`config.mk`:
```
export PLATFORM = sky130hd
export DESIGN_NAME = acq_trigger_arm_control
export DESIGN_NICKNAME = d
export VERILOG_FILES = /design/src/rtl/acq_trig_pkg.sv /design/src/rtl/acq_trigger_arm_control.sv /design/src/rtl/trig_cond.sv /design/src/rtl/bunch_select.sv
export SDC_FILE = /design/constraint.sdc
export NUM_CORES = 1
export LEC_CHECK = 0
export ABC_CLOCK_PERIOD_IN_PS = 9000
export CAP_MARGIN = 10
export CELL_PAD_IN_SITES_DETAIL_PLACEMENT = 0
export CELL_PAD_IN_SITES_GLOBAL_PLACEMENT = 1
export CORE_MARGIN = 5
export CORE_UTILIZATION = 40
export CTS_BUF_LIST = sky130_fd_sc_hd__clkbuf_8
export DETAILED_ROUTE_END_ITERATION = 16
export DONT_BUFFER_PORTS = 1
export PLACE_DENSITY_LB_ADDON = 0.1
export SLEW_MARGIN = 25
export SYNTH_ARGS = -nofsm -noshare
export SYNTH_HDL_FRONTEND = slang
export SYNTH_HIERARCHICAL = 1
export SYNTH_SLANG_ARGS = --single-unit
```
`constraint.sdc`:
```
create_clock -name clk -period 9 [get_ports clk]
set_input_delay 0.9 -clock clk [delete_from_list [all_inputs] [get_ports clk]]
set_output_delay 0.9 -clock clk [all_outputs]
set_load 0.005 [all_outputs]
```
`src/rtl/acq_trig_pkg.sv`:
```
// Package with the register map, field positions and types of the trigger and arm control.
// Operation
// - Each engine has a control bit that picks an internal or an external start trigger.
// - With external triggering, a second per-engine bit picks input a or input b.
// - An external trigger is taken only while the engine is armed.
// - One arm command allows exactly one externally triggered capture.
// - With auto re-arm on, a readout of data from an externally triggered capture arms the engine again.
// - Both internal trigger levels are latched when a capture starts and read back as two bits.
// - The latched levels are those after polarity selection, not the raw pin levels.
// - The single-bunch engine records only the bunch whose one-based index is programmed.
// - The index of the bunch recorded by the last completed capture is readable.
// - A single-bunch capture takes one sample per turn over a programmed number of turns.
// - A falling-edge selection inverts the trigger before the engines see it.
package acq_trig_pkg;
   localparam int NUM_ENG = 2;
   localparam int LEN_W = 24;
   localparam int BUNCH_W = 12;
   localparam int DATA_W = 16;
   localparam int ENG_MB = 0;
   localparam int ENG_SB = 1;
   // Byte offsets of the registers.
   localparam logic [7:0] OFF_CTRL = 8'h00;
   localparam logic [7:0] OFF_CMD = 8'h04;
   localparam logic [7:0] OFF_STATUS = 8'h08;
   localparam logic [7:0] OFF_LEN_MB = 8'h0C;
   localparam logic [7:0] OFF_LEN_SB = 8'h10;
   localparam logic [7:0] OFF_BUNCH_SEL = 8'h14;
   localparam logic [7:0] OFF_CUR_BUNCH = 8'h18;
   localparam logic [7:0] OFF_SAMPLE_CNT = 8'h1C;
   localparam logic [7:0] OFF_IRQ_STATUS = 8'h20;
   localparam logic [7:0] OFF_IRQ_MASK = 8'h24;
   // Control fields: engine e uses bits at e*ENG_STRIDE plus the base position; the two polarity bits are shared by both engines.
   localparam int ENG_STRIDE = 8;
   localparam int CTRL_EXT_POS = 0;
   localparam int CTRL_INB_POS = 1;
   localparam int CTRL_AUTO_POS = 2;
   localparam int CTRL_FALL_A_POS = 16;
   localparam int CTRL_FALL_B_POS = 17;
   // Command fields: arm at bit e, readout done at bit e + CMD_READ_POS.
   localparam int CMD_ARM_POS = 0;
   localparam int CMD_READ_POS = 4;
   // Status fields per engine at e*ENG_STRIDE.
   localparam int ST_ARMED_POS = 0;
   localparam int ST_ACTIVE_POS = 1;
   localparam int ST_DONE_POS = 2;
   localparam int ST_LVL_A_POS = 4;
   localparam int ST_LVL_B_POS = 5;
   // Interrupt events: trigger taken at bit e, capture done at bit e + IRQ_DONE_POS.
   localparam int IRQ_W = 4;
   localparam int IRQ_DONE_POS = 2;
   localparam logic [31:0] CTRL_RESET = 32'h0000_0000;
   localparam logic [LEN_W-1:0] LEN_RESET = 24'h00_0001;
   localparam logic [BUNCH_W-1:0] BUNCH_SEL_RESET = 12'h001;
   localparam logic [IRQ_W-1:0] IRQ_MASK_RESET = 4'h0;
   typedef enum logic [1:0] {
      ENG_IDLE,
      ENG_ARMED,
      ENG_CAPTURE,
      ENG_DONE
   } eng_state_e;
endpackage

```
`src/rtl/acq_trigger_arm_control.sv`:
```
// Trigger selection and arming of the multi-bunch and single-bunch acquisition engines.
`timescale 1ns/10ps
module acq_trigger_arm_control
   import acq_trig_pkg::*;
#(
   parameter logic [LEN_W-1:0] MAX_TURNS = 24'h01_8000
)
(
   input wire logic clk, // System clock, 100 MHz.
   input wire logic reset, // Asynchronous reset, active high.
   input wire logic hsel, // AHB slave select.
   input wire logic [31:0] haddr, // AHB address.
   input wire logic [1:0] htrans, // AHB transfer type.
   input wire logic hwrite, // AHB write.
   input wire logic [2:0] hsize, // AHB size, word only.
   input wire logic [31:0] hwdata, // AHB write data.
   input wire logic hready, // AHB bus ready.
   output logic hreadyout, // AHB slave ready.
   output logic hresp, // AHB response, always OKAY.
   output logic [31:0] hrdata, // AHB read data.
   output logic irq, // Level interrupt.
   input wire logic ext_trigger_input_a, // External trigger pin a.
   input wire logic ext_trigger_input_b, // External trigger pin b.
   input wire logic [NUM_ENG-1:0] int_trigger, // Internal trigger pulses per engine.
   input wire logic bunch_strobe, // One pulse per bunch.
   input wire logic turn_strobe, // One pulse per turn, at bunch one.
   input wire logic [DATA_W-1:0] sample_in, // Bunch sample stream.
   output logic [NUM_ENG-1:0] acq_active, // Capture in progress per engine.
   output logic sb_sample_valid, // Single-bunch sample pulse.
   output logic [DATA_W-1:0] sb_sample_data // Single-bunch sample.
);
   typedef struct packed {
      logic [31:0] ctrl;
      logic [LEN_W-1:0] len_mb;
      logic [LEN_W-1:0] len_sb;
      logic [BUNCH_W-1:0] bunch_sel;
      logic [BUNCH_W-1:0] cur_bunch;
      logic [IRQ_W-1:0] irq_stat;
      logic [IRQ_W-1:0] irq_mask;
      eng_state_e [NUM_ENG-1:0] st;
      logic [NUM_ENG-1:0][LEN_W-1:0] turns;
      logic [NUM_ENG-1:0][1:0] lvl;
      logic [NUM_ENG-1:0] was_ext;
      logic dph_wr;
      logic [7:0] dph_addr;
      logic [31:0] rdata;
   } ctl_s;
   ctl_s s_r;
   ctl_s s_nxt;

   logic lvl_a;
   logic lvl_b;
   logic rise_a;
   logic rise_b;
   logic [BUNCH_W-1:0] recorded_idx;
   logic addr_ok;
   logic [7:0] word_addr;
   logic [NUM_ENG-1:0] arm_cmd;
   logic [NUM_ENG-1:0] read_cmd;
   logic [IRQ_W-1:0] irq_set;
   logic [LEN_W-1:0] sb_samples;

   trig_cond u_trig_a (
      .clk(clk),
      .reset(reset),
      .pin(ext_trigger_input_a),
      .falling(s_r.ctrl[CTRL_FALL_A_POS]),
      .level(lvl_a),
      .rise(rise_a)
   );

   trig_cond u_trig_b (
      .clk(clk),
      .reset(reset),
      .pin(ext_trigger_input_b),
      .falling(s_r.ctrl[CTRL_FALL_B_POS]),
      .level(lvl_b),
      .rise(rise_b)
   );

   bunch_select u_bunch (
      .clk(clk),
      .reset(reset),
      .bunch_strobe(bunch_strobe),
      .turn_strobe(turn_strobe),
      .capture(s_r.st[ENG_SB] == ENG_CAPTURE),
      .bunch_sel(s_r.bunch_sel),
      .sample_in(sample_in),
      .sample_valid(sb_sample_valid),
      .sample_data(sb_sample_data),
      .recorded_idx(recorded_idx)
   );

   // Capture length in turns, limited to what one sample per turn allows.
   function automatic logic [LEN_W-1:0] clamp_len(input logic [LEN_W-1:0] len);
      logic [LEN_W-1:0] l;
      l = (len == '0) ? LEN_W'(1) : len;
      if (l > MAX_TURNS) begin
         l = MAX_TURNS;
      end
      return l;
   endfunction

   // Control bit of engine e at base position pos.
   function automatic logic eng_bit(input logic [31:0] ctrl, input int e, input int pos);
      return ctrl[e * ENG_STRIDE + pos];
   endfunction

   assign sb_samples = clamp_len(s_r.len_sb);
   assign word_addr = {haddr[7:2], 2'b00};
   assign addr_ok = hsel & hready & htrans[1];

   // Read data for the address phase; the value goes out in the data phase.
   function automatic logic [31:0] read_mux(input ctl_s s, input logic [7:0] a,
                                            input logic [LEN_W-1:0] smp);
      logic [31:0] d;
      d = 32'h0000_0000;
      case (a)
         OFF_CTRL: d = s.ctrl;
         OFF_STATUS: begin
            for (int e = 0; e < NUM_ENG; e++) begin
               d[e * ENG_STRIDE + ST_ARMED_POS] = (s.st[e] == ENG_ARMED);
               d[e * ENG_STRIDE + ST_ACTIVE_POS] = (s.st[e] == ENG_CAPTURE);
               d[e * ENG_STRIDE + ST_DONE_POS] = (s.st[e] == ENG_DONE);
               d[e * ENG_STRIDE + ST_LVL_A_POS] = s.lvl[e][0];
               d[e * ENG_STRIDE + ST_LVL_B_POS] = s.lvl[e][1];
            end
         end
         OFF_LEN_MB: d = {{(32 - LEN_W){1'b0}}, s.len_mb};
         OFF_LEN_SB: d = {{(32 - LEN_W){1'b0}}, s.len_sb};
         OFF_BUNCH_SEL: d = {{(32 - BUNCH_W){1'b0}}, s.bunch_sel};
         OFF_CUR_BUNCH: d = {{(32 - BUNCH_W){1'b0}}, s.cur_bunch};
         OFF_SAMPLE_CNT: d = {{(32 - LEN_W){1'b0}}, smp};
         OFF_IRQ_STATUS: d = {{(32 - IRQ_W){1'b0}}, s.irq_stat};
         OFF_IRQ_MASK: d = {{(32 - IRQ_W){1'b0}}, s.irq_mask};
         default: d = 32'h0000_0000;
      endcase
      return d;
   endfunction

   always_comb begin
      logic ext_trig;
      logic go;
      logic [LEN_W-1:0] len;
      ext_trig = 1'b0;
      go = 1'b0;
      len = '0;
      s_nxt = s_r;
      irq_set = '0;
      arm_cmd = '0;
      read_cmd = '0;

      // Address phase: latch the write target, or fetch the read word.
      s_nxt.dph_wr = addr_ok & hwrite;
      s_nxt.dph_addr = word_addr;
      if (addr_ok && !hwrite) begin
         s_nxt.rdata = read_mux(s_r, word_addr, sb_samples);
      end

      // Data phase of a write.
      if (s_r.dph_wr) begin
         case (s_r.dph_addr)
            OFF_CTRL: s_nxt.ctrl = hwdata;
            OFF_CMD: begin
               for (int e = 0; e < NUM_ENG; e++) begin
                  arm_cmd[e] = hwdata[CMD_ARM_POS + e];
                  read_cmd[e] = hwdata[CMD_READ_POS + e];
               end
            end
            OFF_LEN_MB: s_nxt.len_mb = hwdata[LEN_W-1:0];
            OFF_LEN_SB: s_nxt.len_sb = hwdata[LEN_W-1:0];
            OFF_BUNCH_SEL: s_nxt.bunch_sel = hwdata[BUNCH_W-1:0];
            OFF_IRQ_MASK: s_nxt.irq_mask = hwdata[IRQ_W-1:0];
            default: s_nxt.ctrl = s_r.ctrl;
         endcase
      end

      for (int e = 0; e < NUM_ENG; e++) begin
         // Input b or input a, after polarity, feeds the external path.
         ext_trig = eng_bit(s_r.ctrl, e, CTRL_INB_POS) ? rise_b : rise_a;
         if (eng_bit(s_r.ctrl, e, CTRL_EXT_POS)) begin
            go = (s_r.st[e] == ENG_ARMED) && ext_trig;
         end else begin
            go = (s_r.st[e] == ENG_IDLE || s_r.st[e] == ENG_DONE) && int_trigger[e];
         end
         len = (e == ENG_SB) ? sb_samples : clamp_len(s_r.len_mb);
         case (s_r.st[e])
            ENG_IDLE, ENG_DONE: begin
               if (go) begin
                  s_nxt.st[e] = ENG_CAPTURE;
               end else if (arm_cmd[e]) begin
                  s_nxt.st[e] = ENG_ARMED;
               end else if (read_cmd[e] && s_r.st[e] == ENG_DONE) begin
                  // With auto re-arm on, only a capture that came from an external trigger re-arms itself.
                  if (eng_bit(s_r.ctrl, e, CTRL_AUTO_POS) && s_r.was_ext[e]) begin
                     s_nxt.st[e] = ENG_ARMED;
                  end else begin
                     s_nxt.st[e] = ENG_IDLE;
                  end
               end
            end
            ENG_ARMED: begin
               if (go) begin
                  s_nxt.st[e] = ENG_CAPTURE;
               end
            end
            ENG_CAPTURE: begin
               // Triggers and arm commands are ignored until the capture ends.
               if (turn_strobe) begin
                  s_nxt.turns[e] = s_r.turns[e] + LEN_W'(1);
                  if (s_r.turns[e] + LEN_W'(1) >= len) begin
                     s_nxt.st[e] = ENG_DONE;
                     irq_set[IRQ_DONE_POS + e] = 1'b1;
                     if (e == ENG_SB) begin
                        s_nxt.cur_bunch = recorded_idx;
                     end
                  end
               end
            end
            default: s_nxt.st[e] = ENG_IDLE;
         endcase
         if (go) begin
            s_nxt.turns[e] = '0;
            s_nxt.lvl[e] = {lvl_b, lvl_a};
            s_nxt.was_ext[e] = eng_bit(s_r.ctrl, e, CTRL_EXT_POS);
            irq_set[e] = 1'b1;
         end
      end

      // A read of the status clears it, but an event in the same cycle is kept.
      if (addr_ok && !hwrite && word_addr == OFF_IRQ_STATUS) begin
         s_nxt.irq_stat = irq_set;
      end else begin
         s_nxt.irq_stat = s_r.irq_stat | irq_set;
      end
   end

   always_ff @(posedge clk or posedge reset) begin
      if (reset) begin
         s_r <= '0;
         s_r.ctrl <= CTRL_RESET;
         s_r.len_mb <= LEN_RESET;
         s_r.len_sb <= LEN_RESET;
         s_r.bunch_sel <= BUNCH_SEL_RESET;
         s_r.irq_mask <= IRQ_MASK_RESET;
         s_r.st <= {NUM_ENG{ENG_IDLE}};
      end else begin
         s_r <= s_nxt;
      end
   end

   assign hreadyout = 1'b1;
   assign hresp = 1'b0;
   assign hrdata = s_r.rdata;
   assign irq = |(s_r.irq_stat & s_r.irq_mask);

   always_comb begin
      for (int e = 0; e < NUM_ENG; e++) begin
         acq_active[e] = (s_r.st[e] == ENG_CAPTURE);
      end
   end
endmodule

```
`src/rtl/trig_cond.sv`:
```
// One external trigger input: synchroniser, polarity inversion and edge detector.
`timescale 1ns/10ps
module trig_cond
   import acq_trig_pkg::*;
(
   input wire logic clk, // System clock.
   input wire logic reset, // Asynchronous reset, active high.
   input wire logic pin, // Raw trigger pin, asynchronous.
   input wire logic falling, // High selects the falling edge.
   output logic level, // Internal trigger level after polarity.
   output logic rise // One-cycle pulse on an internal rising edge.
);
   typedef struct packed {
      logic meta;
      logic sync;
      logic lvl;
      logic prev;
   } cond_s;
   cond_s s_r;
   cond_s s_nxt;

   // The first stage feeds only the second; polarity acts after the synchroniser.
   always_comb begin
      s_nxt = s_r;
      s_nxt.meta = pin;
      s_nxt.sync = s_r.meta;
      s_nxt.lvl = s_r.sync ^ falling;
      s_nxt.prev = s_r.lvl;
   end

   always_ff @(posedge clk or posedge reset) begin
      if (reset) begin
         s_r <= '0;
      end else begin
         s_r <= s_nxt;
      end
   end

   // Changing the polarity while the pin is steady reads as an edge; arm after setting it.
   assign level = s_r.lvl;
   // The pulse comes from registers so that level already shows the new state with it.
   assign rise = s_r.lvl & ~s_r.prev;
endmodule

```
`src/rtl/bunch_select.sv`:
```
// Single-bunch sampler: tracks the bunch index around the turn and picks one bunch.
`timescale 1ns/10ps
module bunch_select
   import acq_trig_pkg::*;
(
   input wire logic clk, // System clock.
   input wire logic reset, // Asynchronous reset, active high.
   input wire logic bunch_strobe, // One pulse per bunch.
   input wire logic turn_strobe, // Marks bunch one, with its bunch strobe.
   input wire logic capture, // Single-bunch capture in progress.
   input wire logic [BUNCH_W-1:0] bunch_sel, // Bunch to record, counted from one.
   input wire logic [DATA_W-1:0] sample_in, // Bunch sample stream.
   output logic sample_valid, // One-cycle pulse with a recorded sample.
   output logic [DATA_W-1:0] sample_data, // Recorded sample.
   output logic [BUNCH_W-1:0] recorded_idx // Index of the last recorded bunch.
);
   typedef struct packed {
      logic [BUNCH_W-1:0] idx;
      logic valid;
      logic [DATA_W-1:0] data;
      logic [BUNCH_W-1:0] rec;
   } sel_s;
   sel_s s_r;
   sel_s s_nxt;
   logic [BUNCH_W-1:0] cur_idx;

   always_comb begin
      s_nxt = s_r;
      s_nxt.valid = 1'b0;
      cur_idx = turn_strobe ? BUNCH_W'(1) : s_r.idx + BUNCH_W'(1);
      if (bunch_strobe) begin
         s_nxt.idx = cur_idx;
         if (capture && cur_idx == bunch_sel) begin
            s_nxt.valid = 1'b1;
            s_nxt.data = sample_in;
            s_nxt.rec = cur_idx;
         end
      end
   end

   always_ff @(posedge clk or posedge reset) begin
      if (reset) begin
         s_r <= '0;
      end else begin
         s_r <= s_nxt;
      end
   end

   assign sample_valid = s_r.valid;
   assign sample_data = s_r.data;
   assign recorded_idx = s_r.rec;
endmodule

```
==> After elaboration in Yosys (flattened, before gate mapping) <==
Cells that the tools add are included.
{ "totals": {"register_bits": 258, "input_bits": 96, "wordCells": 168} }
{ "classes": {"add_sub_neg": 3, "order_cmp": 4, "n_eq_ne": 28, "mux": 54, "bitwise_logic": 11, "n_reduce_logical": 38} }
{ "ops": {"columns": ["op", "n"], "rows": [
  ["2-to-1 mux 24 bit", 10],
  ["case mux 18 bit (4 select lines)", 1],
  ["2-to-1 mux 29 bit", 2],
  ["adder 24 x 1 -> 24 bit, second input constant", 2],
  [">= comparator 24 bit", 2],
  ["> comparator 24 x 17 -> 1 bit, second input constant", 2],
  ["zero test 24 bit", 2],
  ["equality test 6 x 3 -> 1 bit, second input constant", 6],
  ["2-to-1 mux 2 bit", 16],
  ["case mux 3 bit (9 select lines)", 1],
  ["case mux 3 bit (7 select lines)", 1],
  ["equality test 6 x 2 -> 1 bit, second input constant", 3],
  ["equality test 6 x 4 -> 1 bit, second input constant", 3],
  ["zero test 8 bit", 2],
  ["AND reduction 2 bit", 8],
  ["2-to-1 mux 1 bit", 14],
  ["case mux 2 bit (7 select lines)", 1],
  ["adder 12 x 1 -> 12 bit, second input constant", 1],
  ["equality test 12 bit", 1],
  ["2-to-1 mux 12 bit", 1],
  ["case mux 2 bit (3 select lines)", 2],
  ["case mux 2 bit (6 select lines)", 1],
  ["logical AND 1 bit", 11],
  ["case mux 2 bit (5 select lines)", 1],
  ["22 further kinds", 44]
]} }

==> Longest topological paths before layout <==
Gate-level depths: netlist of the first run.
{ "depth": {"depth_word": 10, "depth_mapped": 16, "mapped_depth_nobuf": 14} }

==> Hierarchy <==
Netlist of the first run, hierarchy kept.
{ "modules_own_cells": {"columns": ["module", "instances", "cells_each", "area_per_inst_um2"], "rows": [
  ["acq_trigger_arm_control", 1, 1111, 11398.4],
  ["bunch_select", 1, 251, 2571.2],
  ["trig_cond", 2, 7, 118.9]
]} }

==> Least setup slack after synthesis of the first run <==
Ideal clock, no wire load.
{ "synth_timing": {"kind": "flip-flop to flip-flop", "startpoint": "register s_r[143] in the netlist's numbering", "endpoint": "register s_r[107] in the netlist's numbering", "setup_ns": 0.125, "arrival_ns": 3.246, "t_required_ns": 8.875, "path_slack_ns": 5.629, "stages_incl_launch_ff": 15, "n_path_buf": 2, "synth_period_minus_slack_ns": 3.371, "path_cell_list": "dfrtp_1 nor4_1 nand4_1 a31oi_1 clkbuf_1 nand2_1 ha_1 nand4_1 nor2_1 o2111ai_1 o221ai_1 a21oi_1 nor2_1 buf_2 mux2_2"} }
{ "synth_via": {"elab_chain_cells": 6} }
{ "synth_lines": {"columns": ["item", "line", "source"], "rows": [
  ["from (decl)", "acq_trigger_arm_control.sv:48", "ctl_s s_r;"],
  ["from (signal assigned)", "acq_trigger_arm_control.sv:248", "s_r <= s_nxt;"],
  ["zero test 24 bit", "acq_trigger_arm_control.sv:97", "l = (len == '0) ? LEN_W'(1) : len;"],
  ["2-to-1 mux 24 bit *", "acq_trigger_arm_control.sv:97", null],
  ["> comparator 24 x 17 -> 1 bit", "acq_trigger_arm_control.sv:98", "if (l > MAX_TURNS) begin"],
  ["2-to-1 mux 24 bit *", "acq_trigger_arm_control.sv:98", null],
  [">= comparator 24 bit *", "acq_trigger_arm_control.sv:211", "if (s_r.turns[e] + LEN_W'(1) >= len) begin"],
  ["AND reduction 3 bit (no line) *", null, null]
]} }
Every way passes the cells marked *; elsewhere a longest branch is shown, timed or not.
A chain may end at the register's enable or synchronous reset.

==> Worst setup path after layout of the first run <==
{ "layout_timing": {"startpoint": "register s_r[47] in the netlist's numbering", "endpoint": "register s_r[95] in the netlist's numbering"} }
{ "layout_via": {"elab_chain_cells": 4} }
{ "layout_lines": {"columns": ["item", "line"], "rows": [
  ["adder 24 x 1 -> 24 bit", "acq_trigger_arm_control.sv:211"],
  [">= comparator 24 bit", "acq_trigger_arm_control.sv:211"],
  ["!= test 2 x 1 -> 1 bit (no line)", null],
  ["AND reduction 4 bit (no line)", null]
]} }
No other way between the ends.

==> metrics.txt, run 1 <==
Max Clock Freq 241.2 MHz; most common flop cell mapped by yosys dfrtp_1; clock tree from TritonCTS built; CP required 9510 ps; Mapped Area 14210 sq um; Die Y 198.5 um; Die Area 39390 sq um; row cnt 69; clk_skew 34.08 ps; register bit total from synthesis 258; vias per cell 5.525; Critical Path Sink Type flip-flop; post-DP HPWL 26.91 mm; Fin Hold WS 67.68 ps; Slew Limit Fails 0; Max VDD drop 0.0001217 V; Global Route Usage Sum 19.28%; Mapped Avg Cell Area 10.33 sq um; Core Area 35310 sq um; Setup TNS 0 ps; critical path arrival 4650 ps; CTS resizes 0; max cap viols 0; Iter 0 DRT Violations 537; critical path class flip-flop to flip-flop; Clock Root Buffer clkbuf_8; RSZ-0062 raised after global routing false; starting density of the core 40.24%; leak pwr 6.817 nW; post-synthesis cell count 1376; Post-synth EDFFs 0; Yosys top cell by area dfrtp_1; Yosys cell types 79; PwrDens 191.6 nW/um^2; GRT Residual Overflow 0; first-pass GRT wire length 59.49 mm; YS warnings 6; Hold Vio Cnt, Final 0; Antenna Cells 0; Clock Sinks 258; Buffers on Ports 0; Async SR Flop Fraction 100.0%; vias in the first global route 10180; wirelength, routed 37.98 mm; Worst-path clk slew 50 ps; number of H-tree levels 2; via count 10140; TritonRoute pass-1 iters 6; Slew @ Worst Pin 985.6 ps; DRC Markers 0; total CTS buffers 50; num ports 150; share of cells above drive strength 1 18.41%; pin count of the biggest net entering global routing 134; Final #Nets 1492; drt wl/cell 20.70 um; Setup Fix Bufs, Post-CTS 0; CTS Hold Bufs 0; Synth-to-Final Area Change 7.935%; initial antenna violation count 1; Synth top area share 44.91%; crit start category flip-flop; # setup viols final 0; minimum clock period 4146 ps; sequential area share after synthesis 45.47%; GPL Wtd Cong 0.7776; Post-DRT Antenna Nets 0; Slew HR 34.04%; status finished, final reports clean; CP Max Fanout 5; Worst-Skew Late Latency 630 ps; clk buf depth 3; Area contributors post-synth dfrtp_1, mux2_2, ha_1; period utilization 46.07%; die width 198.5 um; min-delay worst type input pin to asynchronous set/reset pin
[synth_stat cells (17+ instances only)]
library cell	instances
xor2_1	45
ha_1	60
nor4_1	17
inv_1	22
a21oi_1	53
a22oi_1	23
nand4_1	18
nor2_1	93
clkbuf_1	36
nand3_1	48
dfrtp_1	255
a222oi_1	17
buf_4	63
o21ai_0	64
mux2_1	18
nor3_1	26
mux2_2	126
nand2_1	156
or3_1	18
xnor2_1	36
[worst max-delay path, stage by stage (launching register included)]
cell	delay (ps)
dfrtp_1	420
ha_1	230
nand3_1	200
nor4_1	840
nand2_1	260
inv_1	140
nand2_1	70
xnor2_1	130
ha_1	320
nand4_1	140
nor4_1	330
and3_1	240
nor3_1	100
or4_1	500
o311a_1	130
[routing by layer]
metal	track usage (%)	share of wire, %
met2	31.41	47
met5	0	0.034
met4	5.522	2.3
met1	25.46	44
met3	5.183	6.3
[where the power goes]
group          total (mW)  switching [mW]  internal, mW
registers            1.30          0.0716          1.23
logic               0.398           0.236         0.162
clock network        1.24           0.530         0.708
[through the flow]
step / std cells / cell area, sq um / worst slack, ps / power, mW / utilization [%]
6_report: 1835 / 15330 / 4854 / 2.938 / 43.43
5_1_grt: 1835 / 15330 / 4475 / 3.096 / 43.43
4_1_cts: 1835 / 15320 / 4852 / 2.991 / 43.38
3_5_place_dp: 1745 / 14240 / 4848 / 1.726 / 40.34
2_1_floorplan: 1390 / 14260 / 2396 / 1.617 / -
3_3_place_gp: 1745 / 14240 / 4850 / 1.719 / 40.33
[path summary, 6_finish.rpt]
check,to,slack (ps),from,cells after the start
max in group asynchronous,hrdata[8]$_DFFE_PP0P_,7620,reset,2
worst max-delay path,s_r[95]$_DFFE_PP0P_,4850,s_r[47]$_DFFE_PP0P_,14
worst min register to register,u_trig_b/s_r[2]$_DFF_PP0_,350,u_trig_b/s_nxt[2]$_DFF_PP0_,0
worst min-delay path,u_trig_b/s_nxt[2]$_DFF_PP0_,70,reset,1
worst max register to register,s_r[95]$_DFFE_PP0P_,4850,s_r[47]$_DFFE_PP0P_,14
min in group clk,s_r[37]$_DFF_PP0_,300,haddr[5],0
[layout make-up]
type	instances	area, sq um
fillers	3424	19980
clock buffers	69	949.7
well taps	461	576.8
clock inverters	21	123.9
multi-input cells	993	7042
inverters	22	96.34
repair buffers	11	86.33
flip-flops and latches	258	6460
[layout by cell type (no fill, tap or decap), drive strengths merged, types with 5 or more instances in the layout]
cell / Yosys / layout
o31ai: 5 / 5
o21ai: 67 / 67
mux2i: 8 / 8
nand2: 156 / 156
nand3b: 5 / 5
ha: 60 / 60
a211oi: 6 / 6
and4: 5 / 5
a22oi: 23 / 23
a221oi: 5 / 5
a21o: 12 / 12
nor2b: 8 / 8
xor2: 45 / 45
nand3: 49 / 49
o21bai: 5 / 5
or3b: 7 / 7
inv: 22 / 33
o211ai: 5 / 5
xnor2: 36 / 36
or4: 5 / 5
buf: 81 / 11
nand2b: 12 / 12
a21oi: 54 / 54
conb: 2 / 16
and3: 7 / 7
clkinv: 0 / 8
mux2: 144 / 144
nor4: 18 / 18
nor2: 93 / 93
or3: 18 / 18
dfrtp: 255 / 255
nand4: 19 / 19
or2: 8 / 8
a222oi: 17 / 17
clkbuf: 36 / 69
nor3: 30 / 30
a31oi: 6 / 6
[kinds of logic after synthesis]
family                   count (synthesis)  share of synthesized area [%]
adder cells (fa/ha/maj)                 60                          5.284
other                                    2                        0.05286
AO/OA/AOI/OAI                          234                          10.98
AND/OR/NAND/NOR                        450                          15.73
XOR/XNOR                                81                          4.993
buffers and inverters                  139                          5.513
flip-flops                             258                          45.47
multiplexers                           152                          11.98
[registers in the layout, summed over array words and instances, names as in the netlist, 2 cells and up]
register and cells:
u_bunch/s_r 12, u_bunch/recorded_idx 12, u_trig_b/s_r 2, s_r 177
hrdata 32, u_bunch/sample_data 16, u_trig_a/s_r 2
Power figures use the tool's default switching activity.
==> run 2, diff against run 1 <==
ABC_CLOCK_PERIOD_IN_PS = 3500   (was 9000)
clock period = 3.5 ns   (was 9 ns; I/O delays follow)
==> metrics.txt, run 2 (synthesis results as in run 1) <==
critical path class flip-flop to flip-flop; num ports 150 (unchanged); Die Area 39390 sq um (unchanged); pin count of the biggest net entering global routing 116 (-13%); Clock Sinks 258 (unchanged); Worst-Skew Late Latency 630 ps (about the same); starting density of the core 40.24% (unchanged); Slew HR 33.62% (-0.42 points); clk buf depth 3 (unchanged); largest register by flop count s_r; RSZ-0062 raised after global routing false; Worst setup startpoint s_r[143]$_DFFE_PP0P_; leak pwr 7.495 nW (+10%); Global Route Usage Sum 20.30% (+1.0 points); worst r2r src s_r[143]$_DFFE_PP0P_; row cnt 69 (unchanged); Worst-path clk slew 60 ps (about the same); DRC Markers 0 (unchanged); Final Instance Area 16640 sq um (+8.5%); clock tree from TritonCTS built; Die Y 198.5 um (unchanged); post-DP HPWL 27.85 mm (+3.5%); Iter 0 DRT Violations 645 (+20%); number of H-tree levels 2 (unchanged); Synth-to-Final Area Change 17.13%; Clock Root Buffer clkbuf_8; vias in the first global route 10860 (+6.7%); Placement Setup Slack -17.55 ps (-4865 ps); Power, Total 7.536 mW (+160%); most frequent cells in the layout dfrtp_1, nand2_1, mux2_2, nor2_1, buf_4; drt wl/cell 20.13 um (-2.7%); share of cells above drive strength 1 23.13% (+4.7 points); vias per cell 5.357 (-3.0%); Post-DP Area 14840 sq um (+4.2%); Top Layer Used met5; Setup TNS 0 ps (unchanged); minimum clock period 3328 ps (-818.1 ps); CP required 4010 ps (-5500 ps); critical path arrival 3840 ps (-810 ps); wirelength, routed 39.78 mm (+4.7%); Max VDD drop 0.0002639 V (+120%); TritonRoute pass-1 iters 5 (-1); period utilization 95.08% (+49 points); placed cells 1820 (+4.3%); CP Max Fanout 8 (+3); met1 wire length 18.20 mm (+8.1%); via count 10590 (+4.4%); total CTS buffers 49 (-2.0%); Final #Nets 1632 (+9.4%); max cap viols 0 (unchanged); first-pass GRT wire length 62.74 mm (+5.5%); Slew @ Worst Pin 992.2 ps (+6.523 ps); commonest non-fill, non-tap cell in the layout dfrtp_1; Critical Path Sink Type flip-flop; Slew Limit Fails 0 (unchanged); crit start category flip-flop; # setup viols final 0 (unchanged); GRT Residual Overflow 0 (unchanged); DR WL met2 19.01 mm (+6.6%); status finished, final reports clean; die width 198.5 um (unchanged); Post-DRT Antenna Nets 0 (unchanged); final worst setup slack 172.1 ps (-4682 ps); GPL Wtd Cong 0.8186 (+5.3%); initial antenna violation count 3 (+2); Core Area 35310 sq um (unchanged); PwrDens 452.9 nW/um^2 (+140%); Max Clock Freq 300.5 MHz (+25%); Layout Cells excl Fill 1976 (+7.7%); max reg flops 177 (unchanged); Buffers on Ports 0 (unchanged); clk_skew 26.32 ps (-7.762 ps); Hold Vio Cnt, Final 0 (unchanged); Fin Hold WS 58.00 ps (-9.679 ps); Hold Crit Start turn_strobe; Met3 Wirelength 1.875 mm (-22%); min-delay worst type input pin to flip-flop; post-layout util 47.13% (+3.7 points)
[run 2: worst max-delay path, stage by stage, from the launching register on]
cell and delay, ps:
dfrtp_1 370, nor4_1 310, nand4_1 190, a31oi_1 170, buf_4 150, buf_4 140
nand2_1 70, ha_1 310, nand4_1 120, nor2_2 160, o2111ai_2 150, o221ai_2 280
a21oi_2 100, buf_4 140, o31a_1 230, o32a_1 340
[run 2: final timing paths]
| path | end | cells after the start | slack (ps) |
|---|---|---|---|
| max | s_r[97]$_DFFE_PP0P_ | 15 | 170 |
| min | s_r[96]$_DFFE_PP0P_ | 3 | 60 |
| max reg2reg | s_r[97]$_DFFE_PP0P_ | 15 | 170 |
| min reg2reg | u_trig_a/s_r[2]$_DFF_PP0_ | 0 | 350 |
| max in group asynchronous | hrdata[17]$_DFFE_PP0P_ | 3 | 2230 |
| min in group asynchronous | u_trig_b/level$_DFF_PP0_ | 2 | 220 |
[run 2: where the power goes]
| group | leakage, nW | internal (mW) | switching [mW] | total (mW) |
|---|---|---|---|---|
| combinational | 3.64 | 0.536 | 0.695 | 1.23 |
| clock | 0.573 | 1.63 | 1.35 | 2.99 |
| sequential | 3.28 | 3.16 | 0.155 | 3.32 |
[run 2: cell type report]
| cell class | count | area, sq um |
|---|---|---|
| antenna | 2 | 5.005 |
| fill | 3341 | 18670 |
| clock inverter | 24 | 111.4 |
| sequential | 258 | 6460 |
| multi-input combinational | 993 | 7184 |
| tap | 461 | 576.8 |
| timing repair buffer | 152 | 1335 |
| clock buffer | 64 | 880.8 |
| inverter | 22 | 87.58 |
[run 2: layer usage]
layer / GRT usage, % / vias up
met4: 4.382 / 2
met2: 33.76 / 196
met1: 27.59 / 5239
met3: 4.251 / 60
met5: 0 / -
li1: - / 5089
[run 2: what timing repair did]
action | 4_1_cts | 5_1_grt
hold buffers | 62 | 0
gates cloned | 0 | 1
setup buffers | 0 | 3
resized for setup | 1 | 35
hold endpoints to repair | 341 | 0
pin swaps | 0 | 16
endpoints found under the setup margin | 1 | 18
